## config.mk

```make
export PLATFORM = sky130hd
export DESIGN_NAME = ccsc_top
export DESIGN_NICKNAME = d
export VERILOG_FILES = /design/src/ccsc_pkg.sv /design/src/ccsc_chan.sv /design/src/ccsc_top.sv
export SDC_FILE = /design/constraint.sdc
export NUM_CORES = 1
export LEC_CHECK = 0
export BUFFER_PORTS_ARGS = -buffer_cell sky130_fd_sc_hd__buf_2
export CORE_ASPECT_RATIO = 1.75
export CORE_MARGIN = 2
export CORE_UTILIZATION = 45
export DETAILED_ROUTE_END_ITERATION = 8
export GPL_TIMING_DRIVEN = 0
export PLACE_DENSITY_LB_ADDON = 0.25
export SYNTH_ARGS = -nofsm -noshare
export SYNTH_HDL_FRONTEND = slang
export SYNTH_SLANG_ARGS = --single-unit
```

## constraint.sdc

```tcl
create_clock -name MCLK -period 11.8 [get_ports MCLK]
set_clock_uncertainty 0.15 [all_clocks]
set_input_delay 2.36 -clock MCLK [delete_from_list [all_inputs] [get_ports MCLK]]
set_output_delay 2.36 -clock MCLK [all_outputs]
set_load 0.05 [all_outputs]
```

## src/ccsc_pkg.sv

```systemverilog
// Constants, encodings and register map of the capture/compare status controller
package ccsc_pkg;

	// ****************************************
	// Widths
	// ****************************************
	localparam int ADDR_W = 6;
	localparam int DATA_W = 32;
	localparam int CNT_W = 16;
	localparam int NUM_CH = 4;

	// ****************************************
	// Register word indexes (byte address = index * 4)
	// ****************************************
	localparam logic [3:0] IDX_IRQ_EN = 4'h0;
	localparam logic [3:0] IDX_STATUS = 4'h1;
	localparam logic [3:0] IDX_IO_AB = 4'h2;
	localparam logic [3:0] IDX_COUNTER = 4'h3;
	localparam logic [3:0] IDX_GR_A = 4'h4;
	localparam logic [3:0] IDX_GR_B = 4'h5;
	localparam logic [3:0] IDX_GR_C = 4'h6;
	localparam logic [3:0] IDX_GR_D = 4'h7;
	localparam logic [3:0] IDX_CTRL = 4'h8;

	// ****************************************
	// Field positions
	// ****************************************
	localparam int BIT_WRAP = 7;
	localparam int BIT_RUN = 0;
	localparam int IO_A_ACT_LSB = 0;
	localparam int IO_A_FUNC = 2;
	localparam int IO_B_ACT_LSB = 4;
	localparam int IO_B_FUNC = 6;

	// ****************************************
	// Reserved read-as-one masks and writable masks
	// ****************************************
	localparam logic [7:0] IRQ_EN_RSV = 8'h70;
	localparam logic [7:0] STATUS_RSV = 8'h70;
	localparam logic [7:0] IO_AB_RSV = 8'h88;
	localparam logic [7:0] IRQ_EN_WMASK = 8'h8F;
	localparam logic [7:0] IO_AB_WMASK = 8'h77;

	// ****************************************
	// Reset values and counter maximum
	// ****************************************
	localparam logic [7:0] IRQ_EN_RST = 8'h00;
	localparam logic [7:0] IO_AB_RST = 8'h00;
	localparam logic [15:0] COUNTER_RST = 16'h0000;
	localparam logic [15:0] COUNTER_MAX = 16'hFFFF;
	localparam logic [15:0] GR_RST = 16'hFFFF;
	localparam logic [4:0] FLAGS_RST = 5'h00;
	localparam logic PIN_RST = 1'b0;
	localparam logic RUN_RST = 1'b0;
	localparam logic [31:0] UNMAPPED_DATA = 32'h0000_0000;

	// ****************************************
	// Compare output actions and capture edges
	// ****************************************
	localparam logic [1:0] ACT_NONE = 2'b00;
	localparam logic [1:0] ACT_LOW = 2'b01;
	localparam logic [1:0] ACT_HIGH = 2'b10;
	localparam logic [1:0] ACT_TOGGLE = 2'b11;
	localparam logic [1:0] EDGE_RISE = 2'b00;
	localparam logic [1:0] EDGE_FALL = 2'b01;
	localparam int EDGE_BOTH_BIT = 1;

	// ****************************************
	// Bus handshake states
	// ****************************************
	typedef enum logic [1:0] {BUS_IDLE, BUS_FETCH, BUS_ACK} ccsc_bus_t;

endpackage

```

## src/ccsc_chan.sv

```systemverilog
// One capture/compare channel: general register, match, capture edge and pin action
`timescale 1ns/100ps
module ccsc_chan
(
	input wire logic clk,
	input wire logic rst,
	input wire logic [ccsc_pkg::CNT_W-1:0] count,
	input wire logic func_sel,
	input wire logic [1:0] action,
	input wire logic pin_in,
	input wire logic gr_wr,
	input wire logic [ccsc_pkg::CNT_W-1:0] gr_wdata,
	output logic [ccsc_pkg::CNT_W-1:0] gr,
	output logic event_pulse,
	output logic pin_out,
	output logic pin_oe
);
	import ccsc_pkg::*;

	logic [CNT_W-1:0] gr_reg;
	logic eq_prev_reg;
	logic pin_prev_reg;
	logic pin_out_reg;
	logic eq;
	logic compare_hit;
	logic rise;
	logic fall;
	logic edge_hit;
	logic capture_hit;

	// ****************************************
	// Match and capture detection
	// ****************************************
	assign eq = (count == gr_reg);
	assign compare_hit = ~func_sel & eq & ~eq_prev_reg; // RULE6
	assign rise = pin_in & ~pin_prev_reg;
	assign fall = ~pin_in & pin_prev_reg;
	assign edge_hit = action[EDGE_BOTH_BIT] ? (rise | fall) : ((action == EDGE_FALL) ? fall : rise); // RULE14 RULE15
	assign capture_hit = func_sel & edge_hit; // RULE7

	always_ff @(posedge clk or posedge rst)
	begin
		if (rst)
		begin
			eq_prev_reg <= 1'b0;
			pin_prev_reg <= 1'b0;
		end
		else
		begin
			eq_prev_reg <= eq;
			pin_prev_reg <= pin_in;
		end
	end

	// Capture outranks a software write in the same cycle
	always_ff @(posedge clk or posedge rst)
	begin
		if (rst)
			gr_reg <= GR_RST;
		else if (capture_hit)
			gr_reg <= count; // RULE7
		else if (gr_wr)
			gr_reg <= gr_wdata;
	end

	// ****************************************
	// Pin action on compare match
	// ****************************************
	always_ff @(posedge clk or posedge rst)
	begin
		if (rst)
			pin_out_reg <= PIN_RST;
		else if (compare_hit)
		begin
			case (action)
				ACT_NONE: pin_out_reg <= pin_out_reg; // RULE11 RULE13
				ACT_LOW: pin_out_reg <= 1'b0; // RULE11 RULE13 RULE19
				ACT_HIGH: pin_out_reg <= 1'b1; // RULE11 RULE13 RULE19
				ACT_TOGGLE: pin_out_reg <= ~pin_out_reg; // RULE12
				default: pin_out_reg <= pin_out_reg;
			endcase
		end
	end

	assign gr = gr_reg;
	assign event_pulse = compare_hit | capture_hit;
	assign pin_out = pin_out_reg;
	assign pin_oe = ~func_sel; // RULE9 RULE10

	AST_PIN_LEVEL: assert property (@(posedge clk) disable iff (rst) // RULE11
		compare_hit && (action == ACT_LOW || action == ACT_HIGH) |=> pin_out_reg == $past(action[1]))
		else $error("pin level after match differs from action code");
	AST_PIN_TOGGLE: assert property (@(posedge clk) disable iff (rst) // RULE12
		compare_hit && action == ACT_TOGGLE |=> pin_out_reg != $past(pin_out_reg))
		else $error("pin did not toggle on match");
	AST_EDGE_RISE: assert property (@(posedge clk) disable iff (rst) // RULE14
		func_sel && action == EDGE_RISE && $rose(pin_in) |-> event_pulse)
		else $error("rising edge not captured");
	AST_EDGE_FALL_ONLY: assert property (@(posedge clk) disable iff (rst) // RULE15
		func_sel && action == EDGE_FALL && $rose(pin_in) |-> !event_pulse)
		else $error("rising edge captured in falling mode");
endmodule

```

## src/ccsc_top.sv

```systemverilog
// Capture/compare status, interrupt enable and channel I/O control with Avalon-MM slave
`timescale 1ns/100ps

// Summary of operation
// RULE1: Overflow interrupt needs enable bit seven and flag.
// RULE2: Each channel has own interrupt, enables bits 3-0.
// RULE3: Enable and status bits 6-4 read as one.
// RULE4: Counter wrap to zero sets overflow flag.
// RULE5: Overflow flag clears after read-one then write-zero.
// RULE6: Compare mode: counter equal register sets flag.
// RULE7: Capture mode: event copies counter, sets flag.
// RULE8: Channel flag clears after read-one then write-zero.
// RULE9: Channel A select: zero compare, one capture.
// RULE10: Channel B select: zero compare, one capture.
// RULE11: Channel A action: none, low, high.
// RULE12: Fourth action code toggles pin on match.
// RULE13: Channel B action: none, low, high.
// RULE14: Channel A capture edge: rise, fall, both.
// RULE15: Channel B capture edge: rise, fall, both.
// RULE16: I/O control bits 7 and 3 read one.
// RULE17: Sixteen-bit readable writable up-counter.
// RULE18: Set beats clear; writing one has no effect.
// RULE19: Matching level already on pin stays.
module ccsc_top
(
	input wire logic MCLK,
	input wire logic RST,
	input wire logic [ccsc_pkg::ADDR_W-1:0] AVS_ADDRESS,
	input wire logic AVS_READ,
	input wire logic AVS_WRITE,
	input wire logic [ccsc_pkg::DATA_W-1:0] AVS_WRITEDATA,
	input wire logic [3:0] AVS_BYTEENABLE,
	output logic [ccsc_pkg::DATA_W-1:0] AVS_READDATA,
	output logic AVS_WAITREQUEST,
	input wire logic CHAN_A_PIN_I,
	output logic CHAN_A_PIN_O,
	output logic CHAN_A_PIN_OE,
	input wire logic CHAN_B_PIN_I,
	output logic CHAN_B_PIN_O,
	output logic CHAN_B_PIN_OE,
	output logic WRAP_IRQ,
	output logic CHAN_A_IRQ,
	output logic CHAN_B_IRQ,
	output logic CHAN_C_IRQ,
	output logic CHAN_D_IRQ,
	output logic IRQ
);
	import ccsc_pkg::*;

	// ****************************************
	// Helpers
	// ****************************************
	function automatic logic sel(input logic strobe, input logic [3:0] idx, input logic [3:0] want);
		return strobe && (idx == want);
	endfunction

	function automatic logic [15:0] merge16(input logic [15:0] old, input logic [31:0] wd,
		input logic [3:0] be);
		logic [15:0] res;
		res = old;
		if (be[0])
			res[7:0] = wd[7:0];
		if (be[1])
			res[15:8] = wd[15:8];
		return res;
	endfunction

	// ****************************************
	// Declarations
	// ****************************************
	ccsc_bus_t bus_state_reg;
	ccsc_bus_t bus_state_next;
	logic [DATA_W-1:0] readdata_reg;
	logic [DATA_W-1:0] rd_mux;
	logic [3:0] idx;
	logic req;
	logic wr_now;
	logic rd_now;
	logic lo_byte;
	logic [7:0] irq_en_reg;
	logic [7:0] io_ab_reg;
	logic run_reg;
	logic [CNT_W-1:0] counter_reg;
	logic counter_wr;
	logic wrap_set;
	logic [4:0] flags_reg;
	logic [4:0] flags_next;
	logic [4:0] flags_set;
	logic [4:0] flags_clr;
	logic [4:0] seen_reg;
	logic status_wr;
	logic [4:0] status_rd_bits;
	logic [4:0] written_zero;
	logic [7:0] irq_en_rd;
	logic [7:0] status_rd;
	logic [7:0] io_ab_rd;
	logic [NUM_CH-1:0] ch_func;
	logic [1:0] ch_act [NUM_CH];
	logic [NUM_CH-1:0] ch_pin_in;
	logic [NUM_CH-1:0] ch_pin_out;
	logic [NUM_CH-1:0] ch_pin_oe;
	logic [NUM_CH-1:0] ch_gr_wr;
	logic [CNT_W-1:0] ch_gr [NUM_CH];
	logic [NUM_CH-1:0] ch_hit;

	// ****************************************
	// Avalon-MM handshake
	// ****************************************
	assign req = AVS_READ | AVS_WRITE;
	assign idx = AVS_ADDRESS[5:2];
	assign wr_now = AVS_WRITE && (bus_state_reg == BUS_ACK);
	assign rd_now = AVS_READ && (bus_state_reg == BUS_ACK);
	assign lo_byte = AVS_BYTEENABLE[0];
	assign AVS_WAITREQUEST = req && (bus_state_reg != BUS_ACK);
	assign AVS_READDATA = readdata_reg;

	always_comb
	begin
		bus_state_next = bus_state_reg;
		case (bus_state_reg)
			BUS_IDLE: if (req) bus_state_next = BUS_FETCH;
			BUS_FETCH: bus_state_next = BUS_ACK;
			BUS_ACK: bus_state_next = BUS_IDLE;
			default: bus_state_next = BUS_IDLE;
		endcase
	end

	always_ff @(posedge MCLK or posedge RST)
	begin
		if (RST)
			bus_state_reg <= BUS_IDLE;
		else
			bus_state_reg <= bus_state_next;
	end

	// ****************************************
	// Read path
	// ****************************************
	assign irq_en_rd = irq_en_reg | IRQ_EN_RSV; // RULE3
	assign status_rd = {flags_reg[4], 3'b000, flags_reg[3:0]} | STATUS_RSV; // RULE3
	assign io_ab_rd = io_ab_reg | IO_AB_RSV; // RULE16

	always_comb
	begin
		rd_mux = UNMAPPED_DATA;
		case (idx)
			IDX_IRQ_EN: rd_mux[7:0] = irq_en_rd;
			IDX_STATUS: rd_mux[7:0] = status_rd;
			IDX_IO_AB: rd_mux[7:0] = io_ab_rd;
			IDX_COUNTER: rd_mux[15:0] = counter_reg;
			IDX_GR_A: rd_mux[15:0] = ch_gr[0];
			IDX_GR_B: rd_mux[15:0] = ch_gr[1];
			IDX_GR_C: rd_mux[15:0] = ch_gr[2];
			IDX_GR_D: rd_mux[15:0] = ch_gr[3];
			IDX_CTRL: rd_mux[BIT_RUN] = run_reg;
			default: rd_mux = UNMAPPED_DATA;
		endcase
	end

	always_ff @(posedge MCLK or posedge RST)
	begin
		if (RST)
			readdata_reg <= UNMAPPED_DATA;
		else if (AVS_READ && bus_state_reg == BUS_FETCH)
			readdata_reg <= rd_mux;
	end

	// ****************************************
	// Control registers
	// ****************************************
	always_ff @(posedge MCLK or posedge RST)
	begin
		if (RST)
			irq_en_reg <= IRQ_EN_RST;
		else if (sel(wr_now, idx, IDX_IRQ_EN) && lo_byte)
			irq_en_reg <= AVS_WRITEDATA[7:0] & IRQ_EN_WMASK; // RULE1 RULE2
	end

	always_ff @(posedge MCLK or posedge RST)
	begin
		if (RST)
			io_ab_reg <= IO_AB_RST;
		else if (sel(wr_now, idx, IDX_IO_AB) && lo_byte)
			io_ab_reg <= AVS_WRITEDATA[7:0] & IO_AB_WMASK; // RULE16
	end

	always_ff @(posedge MCLK or posedge RST)
	begin
		if (RST)
			run_reg <= RUN_RST;
		else if (sel(wr_now, idx, IDX_CTRL) && lo_byte)
			run_reg <= AVS_WRITEDATA[BIT_RUN];
	end

	// ****************************************
	// Up-counter
	// ****************************************
	assign counter_wr = sel(wr_now, idx, IDX_COUNTER);
	assign wrap_set = run_reg && !counter_wr && (counter_reg == COUNTER_MAX); // RULE4

	always_ff @(posedge MCLK or posedge RST)
	begin
		if (RST)
			counter_reg <= COUNTER_RST;
		else if (counter_wr)
			counter_reg <= merge16(counter_reg, AVS_WRITEDATA, AVS_BYTEENABLE); // RULE17
		else if (run_reg)
			counter_reg <= counter_reg + 16'h0001; // RULE17
	end

	// ****************************************
	// Channels
	// ****************************************
	assign ch_func = {2'b00, io_ab_reg[IO_B_FUNC], io_ab_reg[IO_A_FUNC]}; // RULE9 RULE10
	assign ch_act[0] = io_ab_reg[IO_A_ACT_LSB +: 2]; // RULE11 RULE14
	assign ch_act[1] = io_ab_reg[IO_B_ACT_LSB +: 2]; // RULE13 RULE15
	assign ch_act[2] = ACT_NONE;
	assign ch_act[3] = ACT_NONE;
	assign ch_pin_in = {2'b00, CHAN_B_PIN_I, CHAN_A_PIN_I};

	for (genvar i = 0; i < NUM_CH; i++)
	begin : g_chan
		assign ch_gr_wr[i] = sel(wr_now, idx, IDX_GR_A + 4'(i));
		ccsc_chan u_chan
		(
			.clk(MCLK),
			.rst(RST),
			.count(counter_reg),
			.func_sel(ch_func[i]),
			.action(ch_act[i]),
			.pin_in(ch_pin_in[i]),
			.gr_wr(ch_gr_wr[i]),
			.gr_wdata(merge16(ch_gr[i], AVS_WRITEDATA, AVS_BYTEENABLE)),
			.gr(ch_gr[i]),
			.event_pulse(ch_hit[i]),
			.pin_out(ch_pin_out[i]),
			.pin_oe(ch_pin_oe[i])
		);
	end

	assign CHAN_A_PIN_O = ch_pin_out[0];
	assign CHAN_A_PIN_OE = ch_pin_oe[0];
	assign CHAN_B_PIN_O = ch_pin_out[1];
	assign CHAN_B_PIN_OE = ch_pin_oe[1];

	// ****************************************
	// Status flags: read as one, then write zero
	// ****************************************
	assign status_wr = sel(wr_now, idx, IDX_STATUS) && lo_byte;
	assign status_rd_bits = {readdata_reg[BIT_WRAP], readdata_reg[3:0]};
	assign written_zero = ~{AVS_WRITEDATA[BIT_WRAP], AVS_WRITEDATA[3:0]};
	assign flags_set = {wrap_set, ch_hit}; // RULE4 RULE6 RULE7
	assign flags_clr = status_wr ? (written_zero & seen_reg) : 5'h00; // RULE5 RULE8
	assign flags_next = (flags_reg & ~flags_clr) | flags_set; // RULE18

	always_ff @(posedge MCLK or posedge RST)
	begin
		if (RST)
			flags_reg <= FLAGS_RST;
		else
			flags_reg <= flags_next;
	end

	// Arming is dropped by any status write with byte 0 enabled, so each clear needs a fresh read
	always_ff @(posedge MCLK or posedge RST)
	begin
		if (RST)
			seen_reg <= FLAGS_RST;
		else if (status_wr)
			seen_reg <= FLAGS_RST;
		else if (sel(rd_now, idx, IDX_STATUS))
			seen_reg <= seen_reg | status_rd_bits; // RULE5 RULE8
	end

	// ****************************************
	// Interrupts
	// ****************************************
	assign WRAP_IRQ = flags_reg[4] & irq_en_reg[BIT_WRAP]; // RULE1
	assign CHAN_A_IRQ = flags_reg[0] & irq_en_reg[0]; // RULE2
	assign CHAN_B_IRQ = flags_reg[1] & irq_en_reg[1]; // RULE2
	assign CHAN_C_IRQ = flags_reg[2] & irq_en_reg[2]; // RULE2
	assign CHAN_D_IRQ = flags_reg[3] & irq_en_reg[3]; // RULE2
	assign IRQ = WRAP_IRQ | CHAN_A_IRQ | CHAN_B_IRQ | CHAN_C_IRQ | CHAN_D_IRQ;

	// ****************************************
	// Assertions
	// ****************************************
	AST_WRAP_IRQ: assert property (@(posedge MCLK) disable iff (RST) // RULE1
		$rose(flags_reg[4]) && irq_en_reg[BIT_WRAP] |-> IRQ && WRAP_IRQ)
		else $error("enabled wrap flag gave no interrupt");
	AST_WRAP_MASKED: assert property (@(posedge MCLK) disable iff (RST) // RULE1
		!irq_en_reg[BIT_WRAP] |-> !WRAP_IRQ)
		else $error("wrap interrupt while disabled");
	AST_CHAN_IRQ: assert property (@(posedge MCLK) disable iff (RST) // RULE2
		ch_hit[1] && irq_en_reg[1] |=> CHAN_B_IRQ && IRQ)
		else $error("channel B event gave no interrupt");
	AST_RSV_READ: assert property (@(posedge MCLK) disable iff (RST) // RULE3
		rd_now && (idx == IDX_IRQ_EN || idx == IDX_STATUS) |-> AVS_READDATA[6:4] == 3'b111)
		else $error("reserved bits did not read one");
	AST_WRAP_SET: assert property (@(posedge MCLK) disable iff (RST) // RULE4
		run_reg && !counter_wr && counter_reg == COUNTER_MAX |=> flags_reg[4] && counter_reg == COUNTER_RST)
		else $error("wrap did not set flag");
	AST_WRAP_CLEAR: assert property (@(posedge MCLK) disable iff (RST) // RULE5
		$fell(flags_reg[4]) |-> $past(seen_reg[4]) && $past(status_wr) && !$past(AVS_WRITEDATA[BIT_WRAP]))
		else $error("wrap flag cleared without read-then-write-zero");
	AST_CMP_FLAG: assert property (@(posedge MCLK) disable iff (RST) // RULE6
		!ch_func[0] && counter_reg == ch_gr[0] && !$past(counter_reg == ch_gr[0]) |=> flags_reg[0])
		else $error("compare match did not set flag A");
	AST_CAPTURE: assert property (@(posedge MCLK) disable iff (RST) // RULE7
		ch_func[1] && ch_hit[1] |=> ch_gr[1] == $past(counter_reg) && flags_reg[1])
		else $error("capture did not load counter");
	AST_CHAN_CLEAR: assert property (@(posedge MCLK) disable iff (RST) // RULE8
		$fell(flags_reg[0]) |-> $past(seen_reg[0]) && $past(status_wr))
		else $error("channel flag cleared without read-then-write-zero");
	AST_FUNC_A: assert property (@(posedge MCLK) disable iff (RST) // RULE9
		io_ab_reg[IO_A_FUNC] |-> !CHAN_A_PIN_OE)
		else $error("pin A driven in capture mode");
	AST_FUNC_B: assert property (@(posedge MCLK) disable iff (RST) // RULE10
		!io_ab_reg[IO_B_FUNC] |-> CHAN_B_PIN_OE)
		else $error("pin B not driven in compare mode");
	AST_IO_RSV: assert property (@(posedge MCLK) disable iff (RST) // RULE16
		rd_now && idx == IDX_IO_AB |-> AVS_READDATA[7] && AVS_READDATA[3])
		else $error("I/O control reserved bits did not read one");
	AST_COUNT_UP: assert property (@(posedge MCLK) disable iff (RST) // RULE17
		run_reg && !counter_wr |=> counter_reg == 16'($past(counter_reg) + 16'h0001))
		else $error("counter did not increment");
	AST_SET_WINS: assert property (@(posedge MCLK) disable iff (RST) // RULE18
		status_wr && ch_hit[0] |=> flags_reg[0])
		else $error("clear beat a simultaneous set");
	AST_WRITE_ONE: assert property (@(posedge MCLK) disable iff (RST) // RULE18
		status_wr && AVS_WRITEDATA[0] && flags_reg[0] |=> flags_reg[0])
		else $error("writing one cleared a flag");
	AST_BUS_ANSWER: assert property (@(posedge MCLK) disable iff (RST)
		req && bus_state_reg == BUS_IDLE |=> ##1 !AVS_WAITREQUEST)
		else $error("bus answer not on third cycle");
endmodule
```

==> impl_metrics.yaml <==
timing:
  fin_crit_ps: 5380
  setup_violations: 0
  tightest_slew_ps: 972
  hold_viol_final: 0
  finalCritPeriodShare_pct: 45.6
  setup_ws_ps: 6420
  finalMaxSlewViolations: 0
  slew_headroom_pct: 34.8
  tns_ps: 0
  rsz0062_at_grt: "false"
  max_freq_mhz: 186
routing:
  routed.top_layer: "met4"
  route.met3.wl_um: 1040
  first_pass_iters: 6
  via_per_inst: 5.78
  met1Wirelength_um: 8510
  num_vias: 6120
  drtIter0Drc: 562
  drc_errors: 0
  wl_met2_um: 12700
  ant_nets: 0
  drt-total-wl_um: 24000
  wl_per_cell_um: 22.7
yosys:
  synth-seq-area-share_pct: 43.6
  syn_area_sq_um: 7530
  synth-edff-count: 0
  synth_cell_types: 73
  synth-seq-cells: 128
  async_flop_share_pct: 100
  synthCells: 734
  ys.flop_type: "dfstp_2"
  yosys_warnings: 0
  syn_area_per_cell_sq_um: 10.3
die:
  die-area_sq_um: 17800
  initial_core_util_pct: 46.0
  fp-row-count: 62
  die_y_um: 175
  core-area_sq_um: 16400
  pin_count: 91
  die_width_um: 102
global_routing:
  grt_max_degree: 87
  antenna_found_initial: 0
  overflow: 0
  grt_pass1_vias: 6196
  grtUsageTotal_pct: 27.9
  grt_pass1_wl_um: 36400
final_layout:
  seq_area_sq_um: 3280
  antennaDiodeCount: 0
  drive_gt1_share_pct: 32.5
  final_cell_mix: "buf_2, dfrtp_1, nor2_1, xnor2_1, dfstp_2"
  n_fill_cell: 1499
  final_cell_area_sq_um: 8760
  layout_commonest_cell: "buf_2"
  area_growth_pct: 16.3
  fin_nets: 875
  largest_register_ffs: 64
  multiInputGateArea_sq_um: 3820
clocking:
  cts_resized: 0
  cts_max_level: 4
  root_buffer: "clkbuf_16"
  cts_buffers: 17
  ctsHoldBuffers: 0
  clkLatencyLatePin_ps: 430
  cts_tree: "done"
  postCtsSetupBuffers: 0
  clock_sinks: 128
  cts_buffer_depth: 2
  clk_pin_slew_ps: 60
place:
  dp_slack_ps: 6410
  gp_congestion: 1.01
  place_area_sq_um: 8170
  hpwl_um: 18200
  io_buffers: 53
power_and_ir_drop:
  power_density_nw_per_um2: 206
  p_leak_nw: 3.83
  vdd_drop_max_v: 0.0000760
worst_setup_path:
  crit_path_top_delay_cell: "buf_2"
  required_ps: 9290
  cp-end-kind: "output port"
  path_class: "input port to output port"
  worstPathArrival_ps: 2870
  r2r_slack_ps: 9410
  cp-start-kind: "input port"
  max_stage_delay_ps: 260
  path_cells: "buf_2, nor2_1, nor2_1, buf_2"
  critPathMaxFanout: 5
run:
  maxCapViolCount: 0
hold_path:
  hold_class: "register to register"
run_status:
  status: "finished, final reports clean"
metrics by stage:
step / power, mW / hold slack, ps / util (%) / cells
after floorplan: 1.10 / 288 / - / 749
after global placement: 1.26 / 317 / 49.7 / 1026
after detailed placement: 1.27 / 319 / 49.9 / 1027
after CTS: 1.80 / 325 / 53.5 / 1059
after global routing: 1.88 / 360 / 53.5 / 1059
final: 1.81 / 325 / 53.5 / 1059
logic make-up (layout without fill, tap and decap cells):
logic type      after synthesis  in the layout  share of synthesized area, %
simple gates                206            206                          14.5
compound gates              170            170                          16.1
flops                       128            128                          43.6
buf+inv                      83            169                          6.36
mux                          76             76                          11.0
xor+xnor                     65             65                          7.56
fa+ha+maj                     5              5                         0.831
other cells                   1             16                        0.0498
where the power goes:
group	switching (mW)	internal [mW]
combinational	0.324	0.216
sequential	0.130	0.605
clock	0.208	0.322
area by class of cell:
type	instances	area share [%]
inverters	16	0.743
repair buffers	54	3.34
flip-flops and latches	128	37.5
multi-input cells	538	43.7
plain buffers	67	4.79
clock inverters	12	1.56
clock buffers	20	5.21
well taps	224	3.20
Yosys cell counts (3+ instances only):
| library cell | number | area share [%] |
|---|---|---|
| mux2_2 | 31 | 4.6 |
| mux2i_1 | 28 | 3.7 |
| clkbuf_1 | 9 | 0.45 |
| xnor2_1 | 64 | 7.4 |
| buf_6 | 7 | 1.0 |
| nor4_1 | 3 | 0.25 |
| buf_2 | 29 | 1.9 |
| and3_1 | 8 | 0.66 |
| a21oi_1 | 61 | 4.1 |
| a21oi_2 | 5 | 0.58 |
| o21ai_1 | 6 | 0.40 |
| a22o_1 | 12 | 1.4 |
| mux2_1 | 16 | 2.4 |
| nand2_1 | 37 | 1.8 |
| a22oi_1 | 15 | 1.5 |
| a222oi_1 | 12 | 1.6 |
| nand3_1 | 15 | 1.0 |
| a31oi_1 | 10 | 0.83 |
| nor4_2 | 3 | 0.50 |
| and2_1 | 9 | 0.75 |
| buf_4 | 21 | 2.1 |
| nor3_2 | 4 | 0.53 |
| o22ai_1 | 6 | 0.50 |
| a211oi_1 | 3 | 0.30 |
| nor2b_1 | 6 | 0.50 |
| nor3_1 | 7 | 0.47 |
| dfstp_2 | 64 | 22 |
| inv_1 | 16 | 0.80 |
| o31a_1 | 3 | 0.35 |
| nand4_1 | 21 | 1.7 |
| ha_1 | 5 | 0.83 |
| dfrtp_1 | 64 | 21 |
| nor2_1 | 64 | 3.2 |
| nand2b_1 | 4 | 0.33 |
| o21ai_0 | 8 | 0.53 |
| nand3b_1 | 9 | 0.90 |
per-layer routing:
metal / vias up / GRT usage (%)
li1: 2802 / -
met1: 2996 / 29.6
met2: 245 / 49.3
met3: 77 / 4.28
met4: 0 / 18.5
met5: - / 0
worst paths after layout:
check | startpoint | end | cells after the start
hold / removal | bus_state_reg[1] | bus_state_reg[0] | 1
setup reg to reg | counter_reg[11] | flags_reg[3] | 5
setup / recovery | AVS_READ | AVS_WAITREQUEST | 4
hold reg to reg | bus_state_reg[1] | bus_state_reg[0] | 1
min in group asynchronous | RST | g_chan[0].u_chan.pin_prev_reg | 2
max in group asynchronous | RST | g_chan[1].u_chan.gr[11] | 3
critical path, delay by kind of cell:
| family | cells | cell delay, ps |
|---|---|---|
| and+or+nand+nor | 2 | 130 |
| buffers and inverters | 2 | 380 |
Power figures use the tool's default switching activity.
